<file path="config.mk">
export PLATFORM = sky130hd
export DESIGN_NAME = pms_power_mode_sequencer
export DESIGN_NICKNAME = d
export VERILOG_FILES = /design/src/rtl/pms_power_mode_sequencer.v /design/src/rtl/pms_interval_timer.v
export VERILOG_INCLUDE_DIRS = /design/src /design/src/rtl
export SDC_FILE = /design/constraint.sdc
export NUM_CORES = 1
export LEC_CHECK = 0
export BUFFER_PORTS_ARGS = -buffer_cell sky130_fd_sc_hd__clkbuf_2
export CAP_MARGIN = 0
export CORE_ASPECT_RATIO = 1.1
export CORE_UTILIZATION = 63
export DETAILED_ROUTE_END_ITERATION = 8
export PLACE_DENSITY = 0.92
export SYNTH_ARGS = -nofsm -noshare
export SYNTH_HDL_FRONTEND = slang
export SYNTH_SLANG_ARGS = --single-unit
export TNS_END_PERCENT = 100
</file>
<file path="constraint.sdc">
create_clock -name clk_sys -period 6.15 [get_ports clk_sys]
set_input_delay 1.23 -clock clk_sys [delete_from_list [all_inputs] [get_ports clk_sys]]
set_output_delay 1.23 -clock clk_sys [all_outputs]
set_load 0.01 [all_outputs]
</file>
<file path="src/rtl/pms_consts.vh">
`ifndef PMS_CONSTS_VH
`define PMS_CONSTS_VH

// Power state codes.
`define PMS_ST_POR         3'h0
`define PMS_ST_SHUTDOWN    3'h1
`define PMS_ST_SLEEP       3'h2
`define PMS_ST_ACTIVE      3'h3
`define PMS_ST_HARD_RESET  3'h4

// Bit positions in the active-only enable vector.
`define PMS_AO_MAIN_CONV   0
`define PMS_AO_AUX_CONV    1
`define PMS_AO_HOST_PORT   2
`define PMS_AO_CHAIN_COMM  3
`define PMS_AO_COMM_TMO    4
`define PMS_AO_SPI_MASTER  5
`define PMS_AO_OTP_PROG    6
`define PMS_AO_MOD_BAL     7
`define PMS_AO_WIDTH       8

// Bit positions in the low-power enable vector.
`define PMS_LP_VOLT_PROT   0
`define PMS_LP_TEMP_PROT   1
`define PMS_LP_CELL_BAL    2
`define PMS_LP_BAL_OT      3
`define PMS_LP_FAULT_SIG   4
`define PMS_LP_THERM_DET   5
`define PMS_LP_SLEEP_TMO   6
`define PMS_LP_WIDTH       7

// Bit positions in the arming input.
`define PMS_ARM_VOLT       0
`define PMS_ARM_TEMP       1
`define PMS_ARM_BAL        2

// Timing.
`define PMS_CLK_PERIOD_NS     8
`define PMS_HARD_RESET_NS     10000
`define PMS_SLOW_TICK_CYCLES  16'h04e2
`define PMS_SLEEP_BASE_TICKS  16'h0040

`endif

</file>
<file path="src/rtl/pms_power_mode_sequencer.v">
// Operation
// - Three power modes plus a power-on-reset condition with everything off.
// - After supply power-on reset the device settles in SHUTDOWN.
// - SHUTDOWN keeps functions off and only watches for a wake ping or tone and a hard reset ping.
// - Converters, ports, chain comm, timeouts, SPI, OTP, module balancing: ACTIVE only.
// - SLEEP runs protectors, balancing, fault signalling, thermal detect, sleep timeout.
// - The power-on detect block runs in SHUTDOWN, SLEEP and ACTIVE.
// - Base device wake from SHUTDOWN sets digital reset, upstream fault and host-port-cleared flags.
// - Middle stack device wake from SHUTDOWN sets digital reset and upstream fault flags.
// - Top of stack wake sets only the digital reset flag.
// - A go-shutdown command moves the device to SHUTDOWN.
// - SLEEP is entered only from ACTIVE, by command or communication timeout.
// - In SLEEP, wake goes ACTIVE with digital reset; sleep-exit goes ACTIVE with host-port reset instead.
// - Hard reset turns all but the reference off for an interval, then SHUTDOWN.
`timescale 1ns/1ns
`default_nettype none
`include "pms_consts.vh"

module pms_power_mode_sequencer #(
  parameter HARD_RESET_NS = `PMS_HARD_RESET_NS
) (
  input  wire                      clk_sys,
  input  wire                      reset,
  input  wire                      isBase,
  input  wire                      isTop,
  input  wire                      wakePing,
  input  wire                      sleepExitPing,
  input  wire                      shutdownPing,
  input  wire                      hardResetPing,
  input  wire                      goShutdownBit,
  input  wire                      goSleepBit,
  input  wire                      commTimeout,
  input  wire                      commTimeoutToSleep,
  input  wire                      balanceDone,
  input  wire                      balanceDoneShutdownEn,
  input  wire                      thermalShutdown,
  input  wire [2:0]                sleepTimeoutSel,
  input  wire [2:0]                armFunctions,
  input  wire                      clearDigitalResetFlag,
  input  wire                      clearUpstreamFaultFlag,
  input  wire                      clearHostPortClearedFlag,
  output reg  [2:0]                powerState,
  output reg  [`PMS_AO_WIDTH-1:0]  activeOnlyEn,
  output reg  [`PMS_LP_WIDTH-1:0]  lowPowerEn,
  output reg                       porDetectEn,
  output reg                       alwaysOnReferenceEn,
  output reg                       digitalResetPulse,
  output reg                       hostPortResetPulse,
  output reg                       digital_reset_flag,
  output reg                       upstream_fault_flag,
  output reg                       host_port_cleared_flag
);

  // Hard reset interval as a least time, rounded up to whole cycles.
  // Worked out at full integer width first, then cut to the timer width on purpose.
  localparam integer HARD_RESET_CYCLES_INT =
    (HARD_RESET_NS + `PMS_CLK_PERIOD_NS - 1) / `PMS_CLK_PERIOD_NS;
  localparam [15:0]  HARD_RESET_CYCLES     = HARD_RESET_CYCLES_INT[15:0];

  reg  [2:0]  next_powerState;
  reg         next_digitalReset;
  reg         next_hostPortReset;
  reg         next_setDigital;
  reg         next_setUpstream;
  reg         next_setHostCleared;
  reg  [15:0] slowDivider;
  reg         slowTick;
  wire        hardResetDone;
  wire        sleepTimeoutHit;
  wire        inActive = (powerState == `PMS_ST_ACTIVE);
  wire        inSleep  = (powerState == `PMS_ST_SLEEP);
  wire        stackMiddle = !isBase && !isTop;
  wire [15:0] sleepLimit = `PMS_SLEEP_BASE_TICKS << sleepTimeoutSel;

  // Slow time base for the sleep timeout, one enable pulse per period.
  always @(posedge clk_sys) begin
    if (reset) begin
      slowDivider <= 16'h0000;
      slowTick    <= 1'b0;
    end else if (slowDivider == `PMS_SLOW_TICK_CYCLES - 16'h0001) begin
      slowDivider <= 16'h0000;
      slowTick    <= 1'b1;
    end else begin
      slowDivider <= slowDivider + 16'h0001;
      slowTick    <= 1'b0;
    end
  end

  // The hard reset hold time restarts whenever the state is not the hold state.
  pms_interval_timer #(
    .WIDTH       (16)
  ) hardResetTimer (
    .clk_sys     (clk_sys),
    .reset       (reset),
    .restart     (powerState != `PMS_ST_HARD_RESET),
    .countEnable (1'b1),
    .limit       (HARD_RESET_CYCLES),
    .expired     (hardResetDone)
  );

  // Sleep timeout counts slow ticks only while asleep; a zero select disables it.
  pms_interval_timer #(
    .WIDTH       (16)
  ) sleepTimer (
    .clk_sys     (clk_sys),
    .reset       (reset),
    .restart     (!inSleep),
    .countEnable (slowTick && sleepTimeoutSel != 3'h0),
    .limit       (sleepLimit),
    .expired     (sleepTimeoutHit)
  );

  // Transition decode; a hard reset outranks every other event in any mode.
  always @* begin
    next_powerState     = powerState;
    next_digitalReset   = 1'b0;
    next_hostPortReset  = 1'b0;
    next_setDigital     = 1'b0;
    next_setUpstream    = 1'b0;
    next_setHostCleared = 1'b0;
    case (powerState)
      `PMS_ST_POR: begin
        next_powerState = `PMS_ST_SHUTDOWN;
      end
      `PMS_ST_SHUTDOWN: begin
        // Only a wake ping or tone and a hard reset ping are heard here; everything else is ignored.
        if (hardResetPing) begin
          next_powerState = `PMS_ST_HARD_RESET;
        end else if (wakePing) begin
          next_powerState     = `PMS_ST_ACTIVE;
          next_digitalReset   = 1'b1;
          next_hostPortReset  = 1'b1;
          next_setDigital     = 1'b1;
          next_setUpstream    = isBase || stackMiddle;
          next_setHostCleared = isBase;
        end
      end
      `PMS_ST_SLEEP: begin
        if (hardResetPing) begin
          next_powerState = `PMS_ST_HARD_RESET;
        end else if (thermalShutdown || shutdownPing || sleepTimeoutHit) begin
          next_powerState = `PMS_ST_SHUTDOWN;
        end else if (wakePing) begin
          next_powerState   = `PMS_ST_ACTIVE;
          next_digitalReset = 1'b1;
          next_setDigital   = 1'b1;
        end else if (sleepExitPing) begin
          next_powerState     = `PMS_ST_ACTIVE;
          next_hostPortReset  = 1'b1;
          next_setHostCleared = isBase;
        end
      end
      `PMS_ST_ACTIVE: begin
        // Commands and communication timeouts count only here, so they are simply not decoded elsewhere.
        if (hardResetPing) begin
          next_powerState = `PMS_ST_HARD_RESET;
        end else if (thermalShutdown || shutdownPing) begin
          next_powerState = `PMS_ST_SHUTDOWN;
        end else if (goShutdownBit) begin
          next_powerState = `PMS_ST_SHUTDOWN;
        end else if (commTimeout) begin
          next_powerState = commTimeoutToSleep ? `PMS_ST_SLEEP
                                               : `PMS_ST_SHUTDOWN;
        end else if (balanceDone && balanceDoneShutdownEn) begin
          next_powerState = `PMS_ST_SHUTDOWN;
        end else if (goSleepBit) begin
          next_powerState = `PMS_ST_SLEEP;
        end else if (wakePing) begin
          next_digitalReset = 1'b1;
          next_setDigital   = 1'b1;
        end else if (sleepExitPing) begin
          next_hostPortReset  = 1'b1;
          next_setHostCleared = isBase;
        end
      end
      `PMS_ST_HARD_RESET: begin
        if (hardResetDone) begin
          next_powerState = `PMS_ST_SHUTDOWN;
        end
      end
      default: begin
        next_powerState = `PMS_ST_POR;
      end
    endcase
  end

  // State register and the one-cycle reset pulses toward the digital core.
  always @(posedge clk_sys) begin
    if (reset) begin
      powerState         <= `PMS_ST_POR;
      digitalResetPulse  <= 1'b0;
      hostPortResetPulse <= 1'b0;
    end else begin
      powerState         <= next_powerState;
      digitalResetPulse  <= next_digitalReset;
      hostPortResetPulse <= next_hostPortReset;
    end
  end

  // Wake flags: setting beats a simultaneous clear, and clears only count in ACTIVE.
  always @(posedge clk_sys) begin
    if (reset) begin
      digital_reset_flag     <= 1'b0;
      upstream_fault_flag    <= 1'b0;
      host_port_cleared_flag <= 1'b0;
    end else begin
      if (next_setDigital) begin
        digital_reset_flag <= 1'b1;
      end else if (inActive && clearDigitalResetFlag) begin
        digital_reset_flag <= 1'b0;
      end
      if (next_setUpstream) begin
        upstream_fault_flag <= 1'b1;
      end else if (inActive && clearUpstreamFaultFlag) begin
        upstream_fault_flag <= 1'b0;
      end
      if (next_setHostCleared) begin
        host_port_cleared_flag <= 1'b1;
      end else if (inActive && clearHostPortClearedFlag) begin
        host_port_cleared_flag <= 1'b0;
      end
    end
  end

  // Function enables follow the state being entered, so they change with the state.
  // Balancing and protectors in SLEEP only run if armed beforehand; arming is
  // sampled only while ACTIVE so a change made while asleep has no effect.
  reg [2:0] armed;
  always @(posedge clk_sys) begin
    if (reset) begin
      armed <= 3'h0;
    end else if (inActive) begin
      armed <= armFunctions;
    end
  end

  wire nextActive = (next_powerState == `PMS_ST_ACTIVE);
  wire nextSleep  = (next_powerState == `PMS_ST_SLEEP);
  wire nextLive   = nextActive || nextSleep;
  wire [2:0] nextArm = nextActive ? armFunctions : armed;

  always @(posedge clk_sys) begin
    if (reset) begin
      activeOnlyEn        <= {`PMS_AO_WIDTH{1'b0}};
      lowPowerEn          <= {`PMS_LP_WIDTH{1'b0}};
      porDetectEn         <= 1'b0;
      alwaysOnReferenceEn <= 1'b0;
    end else begin
      activeOnlyEn <= {`PMS_AO_WIDTH{nextActive}};
      lowPowerEn[`PMS_LP_VOLT_PROT] <= nextLive && nextArm[`PMS_ARM_VOLT];
      lowPowerEn[`PMS_LP_TEMP_PROT] <= nextLive && nextArm[`PMS_ARM_TEMP];
      lowPowerEn[`PMS_LP_CELL_BAL]  <= nextLive && nextArm[`PMS_ARM_BAL];
      lowPowerEn[`PMS_LP_BAL_OT]    <= nextLive && nextArm[`PMS_ARM_BAL];
      lowPowerEn[`PMS_LP_FAULT_SIG] <= nextLive;
      lowPowerEn[`PMS_LP_THERM_DET] <= nextLive;
      lowPowerEn[`PMS_LP_SLEEP_TMO] <= nextSleep;
      porDetectEn <= nextLive || next_powerState == `PMS_ST_SHUTDOWN;
      alwaysOnReferenceEn <= next_powerState != `PMS_ST_POR;
    end
  end

endmodule // pms_power_mode_sequencer

`default_nettype wire

</file>
<file path="src/rtl/pms_interval_timer.v">
`timescale 1ns/1ns
`default_nettype none

// Counts enabled steps up to a limit and pulses once when the limit is reached.
module pms_interval_timer #(
  parameter WIDTH = 16
) (
  input  wire             clk_sys,
  input  wire             reset,
  input  wire             restart,
  input  wire             countEnable,
  input  wire [WIDTH-1:0] limit,
  output reg              expired
);

  reg [WIDTH-1:0] count;
  wire [WIDTH-1:0] countPlusOne = count + {{(WIDTH-1){1'b0}}, 1'b1};

  // Holding at the limit keeps the expiry a single pulse per run.
  always @(posedge clk_sys) begin
    expired <= 1'b0;
    if (reset || restart) begin
      count <= {WIDTH{1'b0}};
    end else if (countEnable && count != limit) begin
      count <= countPlusOne;
      if (countPlusOne == limit) begin
        expired <= 1'b1;
      end
    end
  end

endmodule // pms_interval_timer

`default_nettype wire

</file>
* After elaboration in Yosys (flattened, before gate mapping)
Index checks and enable logic that the tools add are counted.
** Operators by class
- Multiplexer cells :: 63
- $lt $le $gt $ge :: 0
- Reductions and logical operators :: 29
- Divide/modulo/power cells :: 0
- Add/sub/neg operators :: 3
- $mul :: 0
- Shift operators :: 1
- Bitwise logic cells :: 2
- Equal/unequal tests :: 13
** Operator list (number)
- 16-bit by 1-bit adder with 16-bit output (second input constant) :: 3
- 1-bit two-way mux :: 44
- 3-bit two-way mux :: 14
- 16-bit by 11-bit == test with 1-bit output (second input constant) :: 2
- 16-bit == test :: 1
- 16-bit by 11-bit inequality test with 1-bit output (second input constant) :: 1
- 16-bit inequality test :: 1
- 7-bit by 3-bit << shifter with 16-bit output (first input constant) :: 1
- 3-bit one-hot mux with 5 select lines :: 1
- 3-bit by 2-bit == test with 1-bit output (second input constant) :: 4
- 1-bit logical AND :: 10
- 1-bit one-hot mux with 3 select lines :: 3
- 1-bit logical OR :: 7
- 3-bit by 1-bit == test with 1-bit output (second input constant) :: 2
- 2-bit nonzero test :: 3
- 3-bit nonzero test :: 2
- 2-bit OR reduction :: 3
- 3-bit == test (second input constant) :: 1
- 1-bit logical NOT :: 3
- 3-bit logical NOT :: 1
- 3-bit inequality test (second input constant) :: 1
- 2-bit two-way mux :: 1
- 1-bit NOT :: 2
** Word-level totals
- Input bits :: 24
- Memory bits (writable) :: 0
- Word-level logic and storage cells :: 128
- Memories kept :: 0
- Latch bits :: 0
- Memory bits (read-only) :: 0
- Output and inout port bits :: 25
- Bits in registers :: 72

* Logic depth before layout (Yosys ltp)
- Depth in word-level cells :: 10
- Gate-level depth with buffers :: 10
- Mapped depth without buffers :: 8

* Cells and area by module
From an unflattened synthesis, not the netlist that was laid out.
** Second synthesis, totals
- Cells, all modules :: 543
- Area total of the unflattened synthesis :: 4594.4 µm²
** By module, submodules not included
- pms_interval_timer :: area an instance 1402.6 µm², instances 2, cells an instance 168, seq. area each 340.3 µm²
- pms_power_mode_sequencer :: area an instance 1789.2 µm², instances 1, cells an instance 207, seq. area each 720.7 µm²

* Worst setup path after synthesis
No wires, ideal clock.
- Kind :: input to register
- Start point :: in sleepTimeoutSel[2]
- End point :: reg sleepTimer.count[2]
- Data arrival time :: 2862 ps
- Setup slack :: 3221 ps
- Required time :: 6084 ps
- Stages on the path :: 7
- Cells stage by stage :: or3_1 > o31ai_1 > nor2_2 > or4_1 > buf_2 > a31o_1 > a21oi_2
** Between the ends
- Cells in the longest elaborated chain, start to end :: 3
- Elaborated cells between the ends (all ways) :: 5
** Ends and longest elaborated chain
- from (decl) :: line pms_power_mode_sequencer.v:37 : input wire [2:0] sleepTimeoutSel,
- 7-bit by 3-bit << shifter with 16-bit output (no line) or 3-bit nonzero test (tied branches)
- 16-bit inequality test or 1-bit logical AND (tied branches) :: line pms_interval_timer.v:24, pms_power_mode_sequencer.v:108
- 1-bit logical AND * :: line pms_interval_timer.v:24 : end else if (countEnable && count != limit) begin
- to (signal assigned) :: line pms_interval_timer.v:23 : count <= {WIDTH{1'b0}};
- to (signal assigned) :: line pms_interval_timer.v:25 : count <= countPlusOne;
- to (decl) :: line pms_interval_timer.v:16 : reg [WIDTH-1:0] count;
Every way passes the cells marked *; elsewhere a longest branch is shown, timed or not.
A chain may end at the register's enable or synchronous reset.

* Worst setup path after layout
Ends and elaborated chain as after synthesis.

==> flow_summary.yaml <==
min_path:
  hp-class: "reg -> reg"
sta:
  fin_crit_ps: 3030
  maxSlewHeadroom_pct: 51.9
  fmax_mhz: 330
  hold_violations: 0
  timing.final.crit_share_pct: 49.2
  finalSetupViolCount: 0
  worst_pin_slew_ps: 719
  tns_ps: 0
  setup_ws_ps: 3120
  rsz0062_at_grt: "no"
  maxSlewViolCount: 0
  finalClockSkew_ps: 12.6
place:
  pre_cts_slack_ps: 2800
  gp_congestion: 0.947
  placed_cells: 594
  place.detailed.hpwl_um: 6430
  dpl_cell_area_mm2: 0.00417
  portBuffers: 48
floorplan:
  die_area_mm2: 0.00674
  core_mm2: 0.00619
  fp.dieW_um: 78.4
  die_h_um: 86
  start_util_pct: 65.3
  row_count: 30
  io_pins: 49
clock_tree:
  postCtsResizedCells: 0
  postCtsSetupRepairBufs: 0
  cts_tree: "yes"
  htreeDepth: 3
  insertion_delay_ps: 350
  root_buffer: "clkbuf_8"
  clock-sinks: 70
  hold_buffers: 0
  cts.clk_slew.worst_paths_ps: 80
  ctsLongestPathBuffers: 2
  numCtsBuffers: 9
grt:
  grt-ovfl-total: 0
  grt.total_usage_pct: 28.7
  grt_max_degree: 26
  grt_pass1_wl_um: 15400
  antenna_found_initial: 0
  first_global_vias: 3420
critical_path:
  path_buf_inv: 1
  startpoint_type: "primary input"
  crit_family: "simple AND/OR/NAND/NOR gates"
  crit_path_max_incr_delay_ps: 620
  critPathArrivalTime_ps: 3310
  r2r_cells: 8
  cp_cell_sequence: "clkbuf_2, or3_1, o31ai_1, nor2_2, or4_1, a31o_1, a21oi_2"
  cp_num_cells: 7
  worstSetupStartpoint: "sleepTimeoutSel[2]"
  endpoint_kind: "flop"
  critical_path_class: "in -> reg"
  r2r-start: "sleepTimer.count[0]"
  endpoint: "sleepTimer.count[2]"
  r2r_slack_ps: 3870
  crit_slowest_cell: "or4_1"
  rr_endpoint: "sleepTimer.count[2]"
  worstPathMaxFanout: 23
  crit_required_ps: 6430
logic_synthesis:
  ys_seq_elements: 70
  ys_seq_area_share_pct: 34.7
  synth_warnings: 0
  synth_edf_count: 0
  syn-num-nets: 535
  syn_avg_cell_area_um2: 8.02
  synthArstFlopShare_pct: 0
  synth_area_leaders: "dfxtp_1 (35%), nor2_1 (6.0%), xnor2_1 (4.3%)"
  netlist-cell-type-count: 62
  netlist_instances: 504
  syn_area_mm2: 0.00404
  ys.flop_type: "dfxtp_1"
  yosys.area.top_type: "dfxtp_1"
  yosysTopAreaCellShare_pct: 34.7
cells_and_area:
  final_common_cell: "dfxtp_1"
  syn_to_final_growth_pct: 8.11
  antennaDiodeCount: 0
  drive_above_1_share_pct: 16.2
  fin_area_mm2: 0.00437
  finalNetCount: 556
  stdcell_count: 610
  final_cell_mix: "dfxtp_1 (70), nor2_1 (65), clkbuf_2 (48)"
run:
  cap_violations: 0
drt:
  drt_iter0_markers: 405
  ant_nets: 0
  first_pass_iters: 5
  routed_wl_um: 9350
  wire_per_inst_um: 15.3
  via_count: 3781
  drc: 0
  vias_per_cell: 6.20
power:
  total_power_uw: 922
  p_leak_nw: 1.55
  power_density_mw_per_mm2: 211
  peakVddDrop_mv: 0.149
run_status:
  status: "completed"
==> flip-flops by register name (all words and copies together) (netlist names), 3 cells and up <==
register,flops
armed,3
hardResetTimer.count,16
lowPowerEn,5
powerState,3
sleepTimer.count,16
slowDivider,16
==> power by group <==
| part | internal [mW] | switching, mW |
|---|---|---|
| clock network | 0.190 | 0.184 |
| logic | 0.0307 | 0.0476 |
| registers | 0.461 | 0.00838 |
| total | 0.681 | 0.240 |
==> routing by layer <==
metal  global-route usage (%)  up-vias  part of all wire, %  wire, um
li1                         -     1832                    -         -
met1                     34.8     1759                   42      3920
met2                     49.0      158                   50      4720
met3                     5.32       32                  5.0       465
met4                     13.5        0                  2.6       246
met5                        0        -                    0         0
==> worst min path at each step <==
stage | start | end | slack [ps] | cells past startpoint
floorplan | armed[0] | armed[0] | 440 | 2
global placement | armed[2] | armed[2] | 440 | 2
detailed placement | armed[2] | armed[2] | 450 | 2
CTS | armed[0] | armed[0] | 470 | 2
global route | armed[0] | armed[0] | 490 | 2
finish | armed[0] | armed[0] | 460 | 2
==> cells in the mapped netlist (3+ instances only) <==
cell type	n
dfxtp_1	70
nor2_1	65
nand2_1	44
nand3_1	25
a21oi_1	20
xnor2_1	20
xor2_1	17
inv_1	16
or4_1	14
buf_2	13
o21ai_0	13
o31ai_1	13
clkbuf_1	12
nor3_1	12
buf_4	10
nand4_1	10
nor2b_1	10
nand2b_1	8
nor4_1	8
or3_1	8
and3_1	7
ha_1	7
and2_1	5
mux2i_1	5
o221a_2	5
a211oi_1	4
a21oi_2	4
nand4b_1	4
nor4b_1	4
or2_2	4
a2111oi_0	3
==> worst reg2reg max path: cells and delay by family, from the launching register on <==
family	cells	cell delay (ps)
buf+inv	1	130
simple gates	4	1200
flops	1	360
compound gates	2	380
fa+ha+maj	1	160
==> per-stage QoR <==
stage	hold WS, ps	util (%)
finish	464	70.5
detailed placement	454	67.3
floorplan	436	-
CTS	467	70.5
global route	491	70.5
global placement	445	67.3
==> area by class of cell <==
type | count | area [um2]
Timing Repair Buffer | 49 | 248
Fill cell | 455 | 1820
Clock inverter | 6 | 71.3
Clock buffer | 10 | 128
Sequential cell | 70 | 1400
Inverter | 16 | 60.1
Multi-Input combinational cell | 379 | 2360
Tap cell | 80 | 100
==> kinds of logic after synthesis <==
logic type | count (synthesis) | share of synthesized area [%]
AOI/OAI and AO/OA | 87 | 15.4
buffers and inverters | 55 | 6.90
and+or+nand+nor | 242 | 31.3
adders and majority gates | 7 | 2.17
xor gates and xnor gates | 37 | 8.02
DFF | 70 | 34.7
muxes | 6 | 1.52
(Power assumes the default switching activity.)
